File: src/wdcm_regs.svh
/*
  Register offsets, field positions, reset values and timing figures of the
  windowed watchdog and clock monitor.
  Assumes: included by bare name wherever these names are needed.
*/
`ifndef WDCM_REGS_SVH
`define WDCM_REGS_SVH

// Register byte offsets on the APB
`define WDCM_SVC_OFF     12'h000
`define WDCM_CTRL_OFF    12'h004

// Service register fields
`define WDCM_WIN_HI      7
`define WDCM_WIN_LO      6
`define WDCM_KEY_HI      5
`define WDCM_KEY_LO      1
`define WDCM_CM_BIT      0
`define WDCM_KEY_VAL     5'h0c
`define WDCM_WIN_RST     2'h3
`define WDCM_CM_RST      1'b1

// Control / status register fields
`define WDCM_ISEL_HI     2
`define WDCM_ISEL_LO     0
`define WDCM_PEND_BIT    3
`define WDCM_CFG_BIT     4
`define WDCM_CMERR_BIT   5
`define WDCM_DRV_BIT     6
`define WDCM_PIN_BIT     7
`define WDCM_ISEL_RST    3'h0
`define WDCM_ISEL_MAX    3'h4

// Window limits in idle timer clocks
`define WDCM_LOWER       17'h00800
`define WDCM_UPPER_BASE  17'h02000
`define WDCM_ITMR_BASE   12

// Fault pulse stretch, in instruction cycles (inside 16..32)
`define WDCM_REL_TICKS   6'h18

// Clock monitor reject time: between 200 us (5 kHz) and 100 ms (10 Hz)
`define WDCM_CM_TMO_US   1000
`define WDCM_SYS_MHZ     40

`endif

File: src/wdcm_pkg.sv
/*
  Types shared by the watchdog and clock monitor.
  Assumes: compiled before the design module.
*/
package wdcm_pkg;

  // APB request from the master, one bundle
  typedef struct packed {
    logic [11:0] paddr;
    logic        pwrite;
    logic [31:0] pwdata;
    logic        psel;
    logic        penable;
  } apb_req_s;

  // Fault pulse sequencer, one-hot
  typedef enum logic [3:0] {
    PLS_OFF  = 4'b0001,
    PLS_PULL = 4'b0010,
    PLS_HOLD = 4'b0100,
    PLS_RISE = 4'b1000
  } pulse_e;

endpackage

File: src/watchdog_clock_monitor.sv
/*
  Windowed watchdog with clock-frequency monitor, APB register slave and
  an open-drain fault pin shared with the system reset circuit.
  Assumes: tc_tick pulses once per instruction cycle in sys_clk; halt_mode,
  idle_mode and boot_rom_active are levels from the core; shared_fault_pin_i
  is the pin level after the input threshold; por clears the idle timer.
*/
// The register addresses and the APB register port were decided locally.
`timescale 1ns/1ps
`include "wdcm_regs.svh"

module watchdog_clock_monitor
  import wdcm_pkg::*;
#(
  parameter int CM_TMO_CYC = `WDCM_CM_TMO_US * `WDCM_SYS_MHZ
)(
  input  wire logic        sys_clk,
  input  wire logic        rst,
  input  wire logic        por,
  input  wire apb_req_s    apb_req,
  output logic [31:0]      prdata,
  output logic             pready,
  output logic             pslverr,
  input  wire logic        wd_option_n,
  input  wire logic        tc_tick,
  input  wire logic        halt_mode,
  input  wire logic        idle_mode,
  input  wire logic        boot_rom_active,
  input  wire logic        shared_fault_pin_i,
  output logic             shared_fault_pin_o,
  output logic             shared_fault_pin_oe,
  output logic             idle_timer_pending
);

  localparam int CMW = $clog2(CM_TMO_CYC + 1);

  // Refuse a reject time below 2 or above 4000000 sys_clk cycles (100 ms at 40 MHz)
  if (CM_TMO_CYC < 2 || CM_TMO_CYC > 4000000) begin : g_bad_tmo
    $error("CM_TMO_CYC out of range");
  end

  ////////////////////////////////////////////////////////////////////////////
  // Decode helpers

  function automatic logic hit(input logic [11:0] a, input logic [11:0] off);
    hit = (a == off);
  endfunction

  function automatic logic [16:0] upper_lim(input logic [1:0] sel);
    upper_lim = `WDCM_UPPER_BASE << sel;
  endfunction

  ////////////////////////////////////////////////////////////////////////////
  // Declarations

  logic [1:0]  win_r;
  logic        cm_en_r;
  logic        cfg_done_r;
  logic [16:0] wd_cnt_r;
  logic        low_mask_r;
  logic        boot_d_r;
  logic        halt_d_r;
  logic        idle_d_r;
  logic [16:0] itmr_r;
  logic        itmr_bit_d_r;
  logic [2:0]  isel_r;
  logic        pend_r;
  logic [CMW-1:0] cm_cnt_r;
  logic        cm_hold_r;
  logic [5:0]  cm_rel_r;
  pulse_e      pls_r;
  pulse_e      pls_nxt;
  logic [5:0]  pls_cnt_r;
  logic [31:0] prdata_r;

  logic wd_on;
  logic sleeping;
  logic wr_acc;
  logic svc_wr;
  logic ctl_wr;
  logic key_ok;
  logic all_ok;
  logic early;
  logic sw_err;
  logic late;
  logic wd_err;
  logic hw_svc;
  logic cm_slow;
  logic fault_out_n;
  logic itmr_bit;
  logic svc_open;

  ////////////////////////////////////////////////////////////////////////////
  // APB access decode; zero wait states, unmapped addresses answer an error

  assign pready  = apb_req.psel & apb_req.penable;
  assign pslverr = pready & ~(hit(apb_req.paddr, `WDCM_SVC_OFF) | hit(apb_req.paddr, `WDCM_CTRL_OFF));
  assign wr_acc  = pready & apb_req.pwrite & ~pslverr;
  assign svc_wr  = wr_acc & hit(apb_req.paddr, `WDCM_SVC_OFF);
  assign ctl_wr  = wr_acc & hit(apb_req.paddr, `WDCM_CTRL_OFF);
  assign prdata  = prdata_r;

  // Field checks on the written value
  assign key_ok = apb_req.pwdata[`WDCM_KEY_HI:`WDCM_KEY_LO] == `WDCM_KEY_VAL;
  assign all_ok = key_ok
                & (apb_req.pwdata[`WDCM_WIN_HI:`WDCM_WIN_LO] == win_r)
                & (apb_req.pwdata[`WDCM_CM_BIT] == cm_en_r);

  ////////////////////////////////////////////////////////////////////////////
  // Watchdog service and error detection

  assign wd_on    = ~wd_option_n;
  assign sleeping = halt_mode | idle_mode;
  // Early service is legal for the first service and in boot ROM
  assign early    = cfg_done_r & ~low_mask_r & (wd_cnt_r < `WDCM_LOWER);
  // A write while either source pulls the pin, or while asleep, never reaches the checks
  assign svc_open = (pls_r == PLS_OFF) & ~cm_hold_r & ~sleeping;
  assign sw_err   = svc_wr & svc_open
                  & (cfg_done_r ? (~all_ok | early) : ~key_ok);
  assign late     = ~sleeping & (pls_r == PLS_OFF) & (wd_cnt_r >= upper_lim(win_r));
  assign wd_err   = wd_on & (sw_err | late);
  // Boot ROM entry and exit, halt exit and idle exit restart the window
  assign hw_svc   = (boot_rom_active ^ boot_d_r)
                  | (halt_d_r & ~halt_mode)
                  | (idle_d_r & ~idle_mode);

  // Configuration fixed by the first keyed write
  always_ff @(posedge sys_clk)
  begin
    if (rst)
    begin
      win_r      <= `WDCM_WIN_RST;
      cm_en_r    <= `WDCM_CM_RST;
      cfg_done_r <= 1'b0;
    end
    else if (svc_wr && svc_open && !cfg_done_r && key_ok)
    begin
      win_r      <= apb_req.pwdata[`WDCM_WIN_HI:`WDCM_WIN_LO];
      cm_en_r    <= apb_req.pwdata[`WDCM_CM_BIT];
      cfg_done_r <= 1'b1;
    end
  end

  // Core edge history for boot ROM, halt and idle
  always_ff @(posedge sys_clk)
  begin
    if (rst)
    begin
      boot_d_r <= 1'b0;
      halt_d_r <= 1'b0;
      idle_d_r <= 1'b0;
    end
    else
    begin
      boot_d_r <= boot_rom_active;
      halt_d_r <= halt_mode;
      idle_d_r <= idle_mode;
    end
  end

  // Lower limit masked while running from boot ROM
  always_ff @(posedge sys_clk)
  begin
    if (rst)
      low_mask_r <= 1'b0;
    else
      low_mask_r <= boot_rom_active;
  end

  // Window counter in idle timer clocks; frozen in halt and idle
  always_ff @(posedge sys_clk)
  begin
    if (rst)
      wd_cnt_r <= '0;
    else if (pls_r != PLS_OFF || hw_svc || (svc_wr && svc_open && !sw_err))
      wd_cnt_r <= '0;
    else if (tc_tick && !sleeping && wd_cnt_r != upper_lim(win_r))
      wd_cnt_r <= wd_cnt_r + 17'h00001;
  end

  ////////////////////////////////////////////////////////////////////////////
  // Fault pulse: pull low, wait for the pin to sink, stretch, wait for rise

  always_comb
  begin
    pls_nxt = pls_r;
    case (pls_r)
      PLS_OFF:
        if (wd_err)
          pls_nxt = PLS_PULL;
      PLS_PULL:
        if (!shared_fault_pin_i)
          pls_nxt = PLS_HOLD;
      PLS_HOLD:
        if (tc_tick && pls_cnt_r == `WDCM_REL_TICKS - 6'h01)
          pls_nxt = PLS_RISE;
      PLS_RISE:
        if (shared_fault_pin_i)
          pls_nxt = PLS_OFF;
      default:
        pls_nxt = PLS_OFF;
    endcase
  end

  // State register; reset inhibits any pulse
  always_ff @(posedge sys_clk)
  begin
    if (rst)
      pls_r <= PLS_OFF;
    else
      pls_r <= pls_nxt;
  end

  // Stretch counter, in instruction cycles
  always_ff @(posedge sys_clk)
  begin
    if (rst || pls_r != PLS_HOLD)
      pls_cnt_r <= '0;
    else if (tc_tick)
      pls_cnt_r <= pls_cnt_r + 6'h01;
  end

  ////////////////////////////////////////////////////////////////////////////
  // Clock monitor: sys_clk cycles since the last instruction cycle.
  // Keeps running in halt and idle, so a stopped clock shows as an error.

  assign cm_slow = wd_on & cm_en_r & (cm_cnt_r >= CMW'(CM_TMO_CYC));

  always_ff @(posedge sys_clk)
  begin
    if (rst || tc_tick)
      cm_cnt_r <= '0;
    else if (cm_cnt_r != CMW'(CM_TMO_CYC))
      cm_cnt_r <= cm_cnt_r + CMW'(1);
  end

  // Hold pin low while slow; release after a run of good cycles
  always_ff @(posedge sys_clk)
  begin
    if (rst)
    begin
      cm_hold_r <= 1'b0;
      cm_rel_r  <= '0;
    end
    else if (cm_slow)
    begin
      cm_hold_r <= 1'b1;
      cm_rel_r  <= '0;
    end
    else if (cm_hold_r && tc_tick)
    begin
      cm_rel_r <= cm_rel_r + 6'h01;
      if (cm_rel_r == `WDCM_REL_TICKS - 6'h01)
        cm_hold_r <= 1'b0;
    end
  end

  ////////////////////////////////////////////////////////////////////////////
  // Shared open-drain pin; either source alone pulls it low

  assign fault_out_n         = ~((pls_r == PLS_PULL) | (pls_r == PLS_HOLD) | cm_hold_r);
  assign shared_fault_pin_o  = 1'b0;
  assign shared_fault_pin_oe = wd_on & ~fault_out_n;

  ////////////////////////////////////////////////////////////////////////////
  // Idle timer: cleared only at power-on, never by rst

  assign itmr_bit = itmr_r[`WDCM_ITMR_BASE + 32'(isel_r)];

  always_ff @(posedge sys_clk)
  begin
    if (por)
    begin
      itmr_r       <= '0;
      itmr_bit_d_r <= 1'b0;
    end
    else
    begin
      if (tc_tick)
        itmr_r <= itmr_r + 17'h00001;
      itmr_bit_d_r <= itmr_bit;
    end
  end

  // Interval select; values above 64k are refused
  always_ff @(posedge sys_clk)
  begin
    if (rst)
      isel_r <= `WDCM_ISEL_RST;
    else if (ctl_wr && apb_req.pwdata[`WDCM_ISEL_HI:`WDCM_ISEL_LO] <= `WDCM_ISEL_MAX)
      isel_r <= apb_req.pwdata[`WDCM_ISEL_HI:`WDCM_ISEL_LO];
  end

  // Sticky pending; a toggle in the clearing cycle wins
  always_ff @(posedge sys_clk)
  begin
    if (por)
      pend_r <= 1'b0;
    else if (itmr_bit != itmr_bit_d_r)
      pend_r <= 1'b1;
    else if (ctl_wr && apb_req.pwdata[`WDCM_PEND_BIT])
      pend_r <= 1'b0;
  end

  assign idle_timer_pending = pend_r;

  ////////////////////////////////////////////////////////////////////////////
  // Read data, captured in the setup phase so it stands through access

  always_ff @(posedge sys_clk)
  begin
    if (rst)
      prdata_r <= '0;
    else if (apb_req.psel && !apb_req.penable)
    begin
      prdata_r <= '0;
      if (hit(apb_req.paddr, `WDCM_SVC_OFF))
      begin
        prdata_r[`WDCM_WIN_HI:`WDCM_WIN_LO] <= win_r;
        prdata_r[`WDCM_CM_BIT]              <= cm_en_r;
      end
      else if (hit(apb_req.paddr, `WDCM_CTRL_OFF))
      begin
        prdata_r[`WDCM_ISEL_HI:`WDCM_ISEL_LO] <= isel_r;
        prdata_r[`WDCM_PEND_BIT]              <= pend_r;
        prdata_r[`WDCM_CFG_BIT]               <= cfg_done_r;
        prdata_r[`WDCM_CMERR_BIT]             <= cm_hold_r;
        prdata_r[`WDCM_DRV_BIT]               <= ~fault_out_n;
        prdata_r[`WDCM_PIN_BIT]               <= shared_fault_pin_i;
      end
    end
  end

endmodule // watchdog_clock_monitor

File: config.mk
export PLATFORM = sky130hd
export DESIGN_NAME = watchdog_clock_monitor
export DESIGN_NICKNAME = d
export VERILOG_FILES = /design/src/wdcm_pkg.sv /design/src/watchdog_clock_monitor.sv
export VERILOG_INCLUDE_DIRS = /design/src
export SDC_FILE = /design/constraint.sdc
export NUM_CORES = 1
export LEC_CHECK = 0
export ABC_AREA = 1
export ABC_CLOCK_PERIOD_IN_PS = 2100
export BUFFER_PORTS_ARGS = -buffer_cell sky130_fd_sc_hd__buf_2
export CORE_AREA = 4 4 85 118
export CTS_BUF_LIST = sky130_fd_sc_hd__clkbuf_4
export DETAILED_ROUTE_END_ITERATION = 6
export DIE_AREA = 0 0 89 122
export PLACE_DENSITY = 0.78
export SKIP_LAST_GASP = 1
export SLEW_MARGIN = 40
export SYNTH_ARGS = -nofsm -noshare
export SYNTH_HDL_FRONTEND = slang
export SYNTH_SLANG_ARGS = --single-unit
File: constraint.sdc
create_clock -name sys_clk -period 2.1 [get_ports sys_clk]
set_input_delay 0.105 -clock sys_clk [delete_from_list [all_inputs] [get_ports sys_clk]]
set_output_delay 0.105 -clock sys_clk [all_outputs]
set_load 0.05 [all_outputs]
# ---- After elaboration in Yosys (flattened, before gate mapping)
# Index checks and enable logic that the tools add are counted.
dict set report word_totals {
  register_bits 87
  inputBits 56
  elab_cells 133
}
dict set report op_classes {
  add_sub_neg 6
  order_cmp 5
  n_eq_ne 19
  n_shift 1
  mux 17
  bitwise_logic 41
  n_reduce_logical 27
}
# operator count
set op_table {}
lappend op_table {{$add 17x1->17 const B} 2}
lappend op_table {{$and 1x1->1} 22}
lappend op_table {{$ge 17x17->1} 1}
lappend op_table {{$lt 17x12->1 const B} 1}
lappend op_table {{$ne 17x17->1} 1}
lappend op_table {{$shl 14x2->17 const A} 1}
lappend op_table {{$add 16x1->16 const B} 1}
lappend op_table {{$ge 16x16->1 const B} 1}
lappend op_table {{$mux 4} 4}
lappend op_table {{$ne 16x16->1 const B} 1}
lappend op_table {{$pmux 4 s4} 1}
lappend op_table {{$add 6x1->6 const B} 2}
lappend op_table {{$eq 12x3->1 const B} 1}
lappend op_table {{$eq 6x5->1 const B} 2}
lappend op_table {{$logic_not 12->1} 1}
lappend op_table {{$logic_and 1x1->1} 11}
lappend op_table {{$not 1->1} 10}
lappend op_table {{$mux 1} 8}
lappend op_table {{$mux 8} 1}
lappend op_table {{$ne 2x2->1 const B} 4}
lappend op_table {{$or 1x1->1} 8}
lappend op_table {{$lt 5x6->1 const B} 1}
lappend op_table {{$reduce_bool 2->1} 3}
lappend op_table {{$add 4x3->5 const A} 1}
lappend op_table {{20 further kinds} 27}

# ---- Depth between registers and ports, before layout
# Gate-level depths: netlist of run 1.
dict set report logic_depth {
  ltp_word 13
  ltp_mapped 16
  depth_no_buf 16
}

# ---- Worst setup path after synthesis of run 1
# No wires, ideal clock.
dict set report synth_path {
  kind {register to register}
  start {reg win_r[1]}
  end {reg wd_cnt_r[14]}
  arrival_time_ps 1618
  t_required_ps 1980
  slack_ps 363
  stages_incl_launch_ff 14
  n_path_buf 0
  path_cell_list {dfxtp_1 -> inv_1 -> nand2_1 -> ha_1 -> nand2_1 -> inv_1 -> nand2_1 -> nor2_4 -> nand2_4 -> nand2_4 -> nor3_2 -> nand2_1 -> o21ai_2 -> a21oi_2}
}
dict set report synth_via {
  elab_chain_cells 11
  word_cells_on_any_way 14
  cone_classes {eq/ne: 2; shift: 1; mux: 1; bitwise: 5; reduce/logical: 5}
}
# element line
set synth_rtl {}
lappend synth_rtl {{from (decl)} watchdog_clock_monitor.sv:56} ;# logic [1:0] win_r;
lappend synth_rtl {{from (signal assigned)} watchdog_clock_monitor.sv:132} ;# win_r <= `WDCM_WIN_RST;
lappend synth_rtl {{from (signal assigned)} watchdog_clock_monitor.sv:138} ;# win_r <= apb_req.pwdata[`WDCM_WIN_HI:`WDCM_WIN_LO];
lappend synth_rtl {{$eq 2x2->1} watchdog_clock_monitor.sv:106} ;# & (apb_req.pwdata[`WDCM_WIN_HI:`WDCM_WIN_LO] == win_r)
lappend synth_rtl {{$and 1x1->1 (2 in a row)} watchdog_clock_monitor.sv:105} ;# assign all_ok = key_ok
lappend synth_rtl {{$not 1->1} watchdog_clock_monitor.sv:119} ;# & (cfg_done_r ? (~all_ok | early) : ~key_ok);
lappend synth_rtl {{$or 1x1->1} watchdog_clock_monitor.sv:119}
lappend synth_rtl {{$mux 1} watchdog_clock_monitor.sv:119}
lappend synth_rtl {{$and 1x1->1} watchdog_clock_monitor.sv:119}
lappend synth_rtl {{$logic_not 1->1} watchdog_clock_monitor.sv:175} ;# else if (pls_r != PLS_OFF || hw_svc || (svc_wr && svc_open && !sw_err))
lappend synth_rtl {{$logic_and 1x1->1} watchdog_clock_monitor.sv:175}
lappend synth_rtl {{$logic_or 1x1->1} watchdog_clock_monitor.sv:175}
lappend synth_rtl {{$reduce_or 2->1 (no source line)} --}
lappend synth_rtl {{to (signal assigned)} watchdog_clock_monitor.sv:178} ;# wd_cnt_r <= wd_cnt_r + 17'h00001;
lappend synth_rtl {{to (decl)} watchdog_clock_monitor.sv:59} ;# logic [16:0] wd_cnt_r;
# Several ways; a longest one is shown, not always the timed one.
# A chain may end at the register's enable or synchronous reset.

# ---- Worst setup path in the final report of run 1
dict set report layout_path {
  start {reg win_r[1]}
  end {reg wd_cnt_r[12]}
}
# Same word-level chain as after synthesis.

==> flow_metrics.env, run 1 <==
export IMPL_avgSynthCellArea_um2=7.05
export IMPL_row_count=41
export IMPL_start_util_pct=53.8
export IMPL_clk_pin_slew_ns=0.14
export IMPL_hold_viol_final=0
export IMPL_period_minus_slack_ns=1.89
export IMPL_vias_per_cell=5.11
export IMPL_fillers=826
export IMPL_netlist_area_um2=4830
export IMPL_end_kind="register"
export IMPL_powerDensity_nw_per_um2=624
export IMPL_h_tree_depth=3
export IMPL_multi_input_comb_area_um2=2530
export IMPL_cp_required_ns=2.45
export IMPL_r2r_slack_ns=0.21
export IMPL_dieHeight_um=122
export IMPL_insertion_delay_ns=0.45
export IMPL_start_kind="register"
export IMPL_antenna_found_initial=1
export IMPL_ys_flop_type="dfxtp_1"
export IMPL_drv_slew=0
export IMPL_seq_area_um2=1750
export IMPL_wire_per_inst_um=11.9
export IMPL_yosys_top_cells_area="dfxtp_1 36%, nand2_1 10%, inv_1 8.2%, nor2_1 6.1%, a21oi_1 5.3%"
export IMPL_synthCells=685
export IMPL_yosys_area_top_type="dfxtp_1"
export IMPL_outcome="complete, no violations"
export IMPL_ir_drop_uv=473
export IMPL_final_antenna_net_count=0
export IMPL_fmax_mhz=530
export IMPL_design_area_um2=5400
export IMPL_cts_tree="done"
export IMPL_dpl_cell_count=827
export IMPL_drc=0
export IMPL_mostFrequentLayoutCell="nand2_1"
export IMPL_path_cells="inv_2 > nand2_1 > ha_1 > nand2_1 > inv_1 > nand2_2 > nor2_4 > nand2_4 > nand2_4 > inv_4 > nand2_4 > nor2_2 > nand3_1 > nor2_1 > a21oi_2"
export IMPL_hp_class="primary input to register"
export IMPL_mostFrequentLayoutCells="128 x nand2_1, 105 x inv_1, 85 x dfxtp_1"
export IMPL_drtIter0Drc=173
export IMPL_yosysTopAreaCellShare_pct=36.1
export IMPL_grtUsageTotal_pct=19.9
export IMPL_io_buffer_count=43
export IMPL_io_pins=93
export IMPL_die_area_um2=10900
export IMPL_drv_cap=0
export IMPL_grt_start_max_net_pins=18
export IMPL_synth_edf_count=0
export IMPL_fin_skew_ns=0.0166
export IMPL_setup_viol=0
export IMPL_dpl_instance_area_um2=5050
export IMPL_critPathMaxStageDelay_ns=0.39
export IMPL_clockRootBuffer="clkbuf_4"
export IMPL_crit_path_top_delay_cell="dfxtp_4"
export IMPL_yosysWarnings=0
export IMPL_cts_buffers=9
export IMPL_grt_pass1_vias=4135
export IMPL_first_pass_iters=5
export IMPL_nets=815
export IMPL_dp_hpwl_mm=8.00
export IMPL_rsz0062_at_grt="false"
export IMPL_crit_type="register to register"
export IMPL_grt_pass1_wl_mm=17.4
export IMPL_async_reset_ff_share_pct=0
export IMPL_seq_area_frac_synth_pct=36.1
export IMPL_area_growth_pct=11.8
export IMPL_clock_path_buffers=2
export IMPL_layout_drive_gt1_share_pct=15.8
export IMPL_leakagePower_nw=2.47
export IMPL_fin_setup_tns_ns=0
export IMPL_fin_crit_sh_pct=89.9
export IMPL_grt_overflow=0
export IMPL_finalWirelength_mm=10.2
export IMPL_power_mw=3.37
export IMPL_vias=4400
export IMPL_crit_arrival_ns=2.23
export IMPL_cts_num_sinks=87
export IMPL_core_um2=8980
export IMPL_ys_ff_latch=87
export IMPL_crit_top_cell="nand2_4"
export IMPL_whs_ns=0.0302
export IMPL_critPathMaxFanout=7
export IMPL_place_gp_congestion=0.811
export IMPL_ys_types=46
export IMPL_fp_dieW_um=89
export IMPL_fin_cells=861
## layout make-up
| class | count | area share, % |
|---|---|---|
| well taps | 107 | 2.48 |
| flip-flops and latches | 87 | 32.4 |
| inverters | 111 | 7.77 |
| repair buffers | 62 | 7.37 |
| clock inverters | 5 | 1.51 |
| multi-input cells | 477 | 46.9 |
| diodes | 1 | 0.0464 |
| clock buffers | 11 | 1.53 |
## synth_stat cells, drive strengths merged (3+ instances only)
cell / number
o21a: 5
nor3: 20
nand2: 139
clkbuf: 6
a211oi: 5
a21oi: 57
xnor2: 3
nand3: 32
buf: 28
nor3b: 5
inv: 111
xor2: 7
dfxtp: 87
nor2: 94
o21ai: 43
ha: 11
nand4: 14
o211ai: 5
## final timing paths
| kind | to | depth (start not counted) | startpoint |
|---|---|---|---|
| worst max-delay path | wd_cnt_r[12]$_SDFFE_PP0P_ | 15 | win_r[1]$_SDFFE_PP1P_ |
| worst min-delay path | pls_r[1]$_SDFFE_PP0P_ | 4 | wd_option_n |
| worst max register to register | wd_cnt_r[12]$_SDFFE_PP0P_ | 15 | win_r[1]$_SDFFE_PP1P_ |
| worst min register to register | itmr_r[16]$_SDFFE_PP0P_ | 1 | itmr_r[16]$_SDFFE_PP0P_ |
## stage by stage
step / setup WS, ns / util (%)
3_5_place_dp: 0.169 / 56.2
2_1_floorplan: 0.363 / -
3_3_place_gp: 0.221 / 56.2
5_1_grt: 0.0186 / 60.1
4_1_cts: 0.116 / 59.8
6_report: 0.213 / 60.1
## state kept, by name, indices dropped and copies added (netlist names), 2 cells and up
| signal | count |
|---|---|
| itmr_r | 17 |
| wd_cnt_r | 17 |
| cm_cnt_r | 16 |
| prdata | 8 |
| cm_rel_r | 6 |
| pls_cnt_r | 6 |
| pls_r | 4 |
| isel_r | 3 |
| win_r | 2 |
## kinds of logic (layout without fill, tap and decap cells)
group / after synthesis / in the layout / share of synthesized area [%]
and+or+nand+nor: 309 / 309 / 30.7
buffers and inverters: 145 / 189 / 13.5
AOI/OAI and AO/OA: 122 / 122 / 14.9
DFF: 87 / 87 / 36.1
adders and majority gates: 11 / 11 / 2.85
xor gates and xnor gates: 10 / 10 / 1.81
other: 1 / 26 / 0.0777
## timing repair
| action | CTS | global route |
|---|---|---|
| resized for setup | 0 | 6 |
| endpoints found under the setup margin | 0 | 10 |
| hold buffers | 16 | 0 |
| buffers inserted | 0 | 1 |
| hold endpoints to repair | 18 | 0 |
## critical path, delay by kind of cell (launching register included)
family          cells  cell delay [ns]
flops               1             0.39
simple gates       10             0.84
buf+inv             3             0.21
compound gates      1             0.06
fa+ha+maj           1             0.29
## power by group
part / switching, mW / internal [mW] / leakage (nW) / total (mW)
clock network: 0.584 / 0.512 / 0.0875 / 1.10
logic: 0.390 / 0.165 / 1.68 / 0.555
registers: 0.0287 / 1.69 / 0.704 / 1.72
## per-layer routing
| metal | up-vias | GRT usage, % | wire length, µm |
|---|---|---|---|
| li1 | 2288 | - | - |
| met1 | 2009 | 23.2 | 4330 |
| met2 | 89 | 35.5 | 5240 |
| met3 | 14 | 3.52 | 447 |
| met4 | 0 | 7.26 | 197 |
| met5 | - | 0 | 0 |
(Power assumes the default switching activity.)
==> run 2: changes to the inputs <==
==> constraint.sdc (replaced) <==
create_clock -name sys_clk -period 2.1 [get_ports sys_clk]
set_input_delay 0.315 -clock sys_clk [delete_from_list [all_inputs] [get_ports sys_clk]]
set_output_delay 0.315 -clock sys_clk [all_outputs]
set_load 0.05 [all_outputs]
==> run 2 against run 1 <==
Sequential cell count is the same. Core utilization is 1.2 points lower. Routed wire length down 1.8%. Via count fell by 2.6%.
==> flow_metrics.env, run 2 (synthesis results as in run 1) <==
export IMPL_wire_per_inst_um=11.8
export IMPL_dp_hpwl_mm=7.90
export IMPL_mostFrequentLayoutCells="129 x nand2_1, 106 x inv_1, 85 x dfxtp_1"
export IMPL_critPathMaxFanout=3
export IMPL_area_growth_pct=9.48
export IMPL_grt_overflow=0
export IMPL_drc=0
export IMPL_layout_drive_gt1_share_pct=16.5
export IMPL_reg_largest_list="itmr_r: 17 flops, wd_cnt_r: 17 flops, cm_cnt_r: 16 flops"
export IMPL_cts_tree="done"
export IMPL_layout_setup_ws_ns=0.177
export IMPL_final_antenna_net_count=0
export IMPL_fmax_mhz=520
export IMPL_pwr_share_seq_pct=49.7
export IMPL_grt_start_max_net_pins=16
export IMPL_grt_pass1_wl_mm=16.9
export IMPL_fp_dieW_um=89
export IMPL_rsz0062_at_grt="true"
export IMPL_clock_path_buffers=2
export IMPL_busiest_layer="met2"
export IMPL_met1_usage_pct=22.6
export IMPL_core_um2=8980
export IMPL_ir_drop_uv=460
export IMPL_setup_viol=0
export IMPL_io_pins=93
export IMPL_cts_hold_buf=0
export IMPL_fin_setup_tns_ns=0
export IMPL_dieHeight_um=122
export IMPL_start_util_pct=53.8
export IMPL_cp_required_ns=1.78
export IMPL_grtUsageMet2_pct=33.8
export IMPL_row_count=41
export IMPL_final_util_pct=58.9
export IMPL_period_minus_slack_ns=1.92
export IMPL_die_area_um2=10900
export IMPL_vias=4284
export IMPL_r2r_end="wd_cnt_r[12]$_SDFFE_PP0P_"
export IMPL_powerDensity_nw_per_um2=656
export IMPL_io_buffer_count=43
export IMPL_pwr_share_clk_pct=34.6
export IMPL_use_met3_pct=3.99
export IMPL_reg2reg_depth=15
export IMPL_drtIter0Drc=172
export IMPL_power_mw=3.47
export IMPL_min_to="low_mask_r$_SDFF_PP0_"
export IMPL_dpl_instance_area_um2=5060
export IMPL_end_kind="primary output"
export IMPL_vias_per_cell=5.06
export IMPL_min_path_cells=3
export IMPL_first_pass_iters=7
export IMPL_p_int_mw=2.45
export IMPL_hp_class="primary input to register"
export IMPL_antenna_found_initial=1
export IMPL_clockRootBuffer="clkbuf_4"
export IMPL_design_area_um2=5290
export IMPL_clk_pin_slew_ns=0.14
export IMPL_min_from="boot_rom_active"
export IMPL_p_sw_share_pct=29.4
export IMPL_crit_arrival_ns=1.61
export IMPL_outcome="complete, no violations"
export IMPL_nets=801
export IMPL_pwr_share_comb_pct=15.7
export IMPL_r2r_slack_ns=0.20
export IMPL_cts_num_sinks=87
export IMPL_grt_pass1_vias=4019
export IMPL_crit_type="register to primary output"
export IMPL_h_tree_depth=3
export IMPL_grtUsageTotal_pct=19.4
export IMPL_fin_skew_ns=0.0227
export IMPL_cts_buffers=9
export IMPL_place_gp_congestion=0.811
export IMPL_r2r_start="win_r[1]$_SDFFE_PP1P_"
export IMPL_insertion_delay_ns=0.46
export IMPL_p_switching_mw=1.02
export IMPL_fillers=831
export IMPL_start_kind="register"
export IMPL_drv_cap=0
export IMPL_mostFrequentLayoutCell="nand2_1"
export IMPL_leakagePower_nw=2.41
export IMPL_fin_crit_sh_pct=91.6
export IMPL_finalWirelength_mm=10.0
export IMPL_hold_viol_final=0
export IMPL_drv_slew=0
export IMPL_place_ws_ns=0.161
run 2: area by class of cell:
cell class / instances / area [µm²] / share of cell area, %
diodes: 1 / 2.50 / 0.0473
well taps: 107 / 134 / 2.53
clock buffers: 9 / 67.6 / 1.28
inverters: 111 / 419 / 7.93
repair buffers: 48 / 255 / 4.83
multi-input cells: 477 / 2540 / 48.1
flip-flops and latches: 87 / 1740 / 33.0
clock inverters: 7 / 119 / 2.25
run 2: how the worst max path moves through the flow:
stage                                            to  cells after the start                   from
final                           shared_fault_pin_oe                      8  pls_r[0]$_SDFFE_PP1P_
after global routing          pls_r[2]$_SDFFE_PP0P_                     15  win_r[1]$_SDFFE_PP1P_
after CTS                       shared_fault_pin_oe                      8  pls_r[0]$_SDFFE_PP1P_
after detailed placement  wd_cnt_r[14]$_SDFFE_PP0P_                     13  win_r[1]$_SDFFE_PP1P_
after global placement    wd_cnt_r[12]$_SDFFE_PP0P_                     14  win_r[0]$_SDFFE_PP1P_
after floorplan                             pslverr                      6            apb_req[46]
run 2: timing repair:
action / CTS / global route
setup buffers: 0 / 1
setup endpoints to repair: 0 / 9
resized for setup: 0 / 8
run 2: critical path, cell delays in order, from the launching register on:
cell,delay [ns]
dfxtp_1,0.36
nor2_2,0.16
nand3_2,0.10
inv_1,0.09
nor2_1,0.06
nand2_1,0.07
nand2_1,0.05
inv_1,0.06
clkbuf_4,0.22
run 2: per-stage QoR:
stage | std cells | hold WS, ns
CTS | 845 | 0.0751
global placement | 829 | 0.453
detailed placement | 829 | 0.465
finish | 847 | 0.0947
global route | 847 | 0.0919
floorplan | 709 | 0.422
run 2: power groups by stage:
stage / Clock [mW] / Sequential [mW] / Combinational (mW)
after global routing: 1.29 / 1.73 / 0.594
final: 1.20 / 1.72 / 0.545
after CTS: 1.22 / 1.72 / 0.537
after global placement: 0 / 1.75 / 0.523
after detailed placement: 0 / 1.75 / 0.534
after floorplan: 0 / 1.78 / 0.441
run 2: routing by layer:
metal / vias up / routed length (µm)
li1: 2252 / -
met5: - / 0
met2: 79 / 5100
met1: 1936 / 4240
met4: 0 / 182
met3: 17 / 506
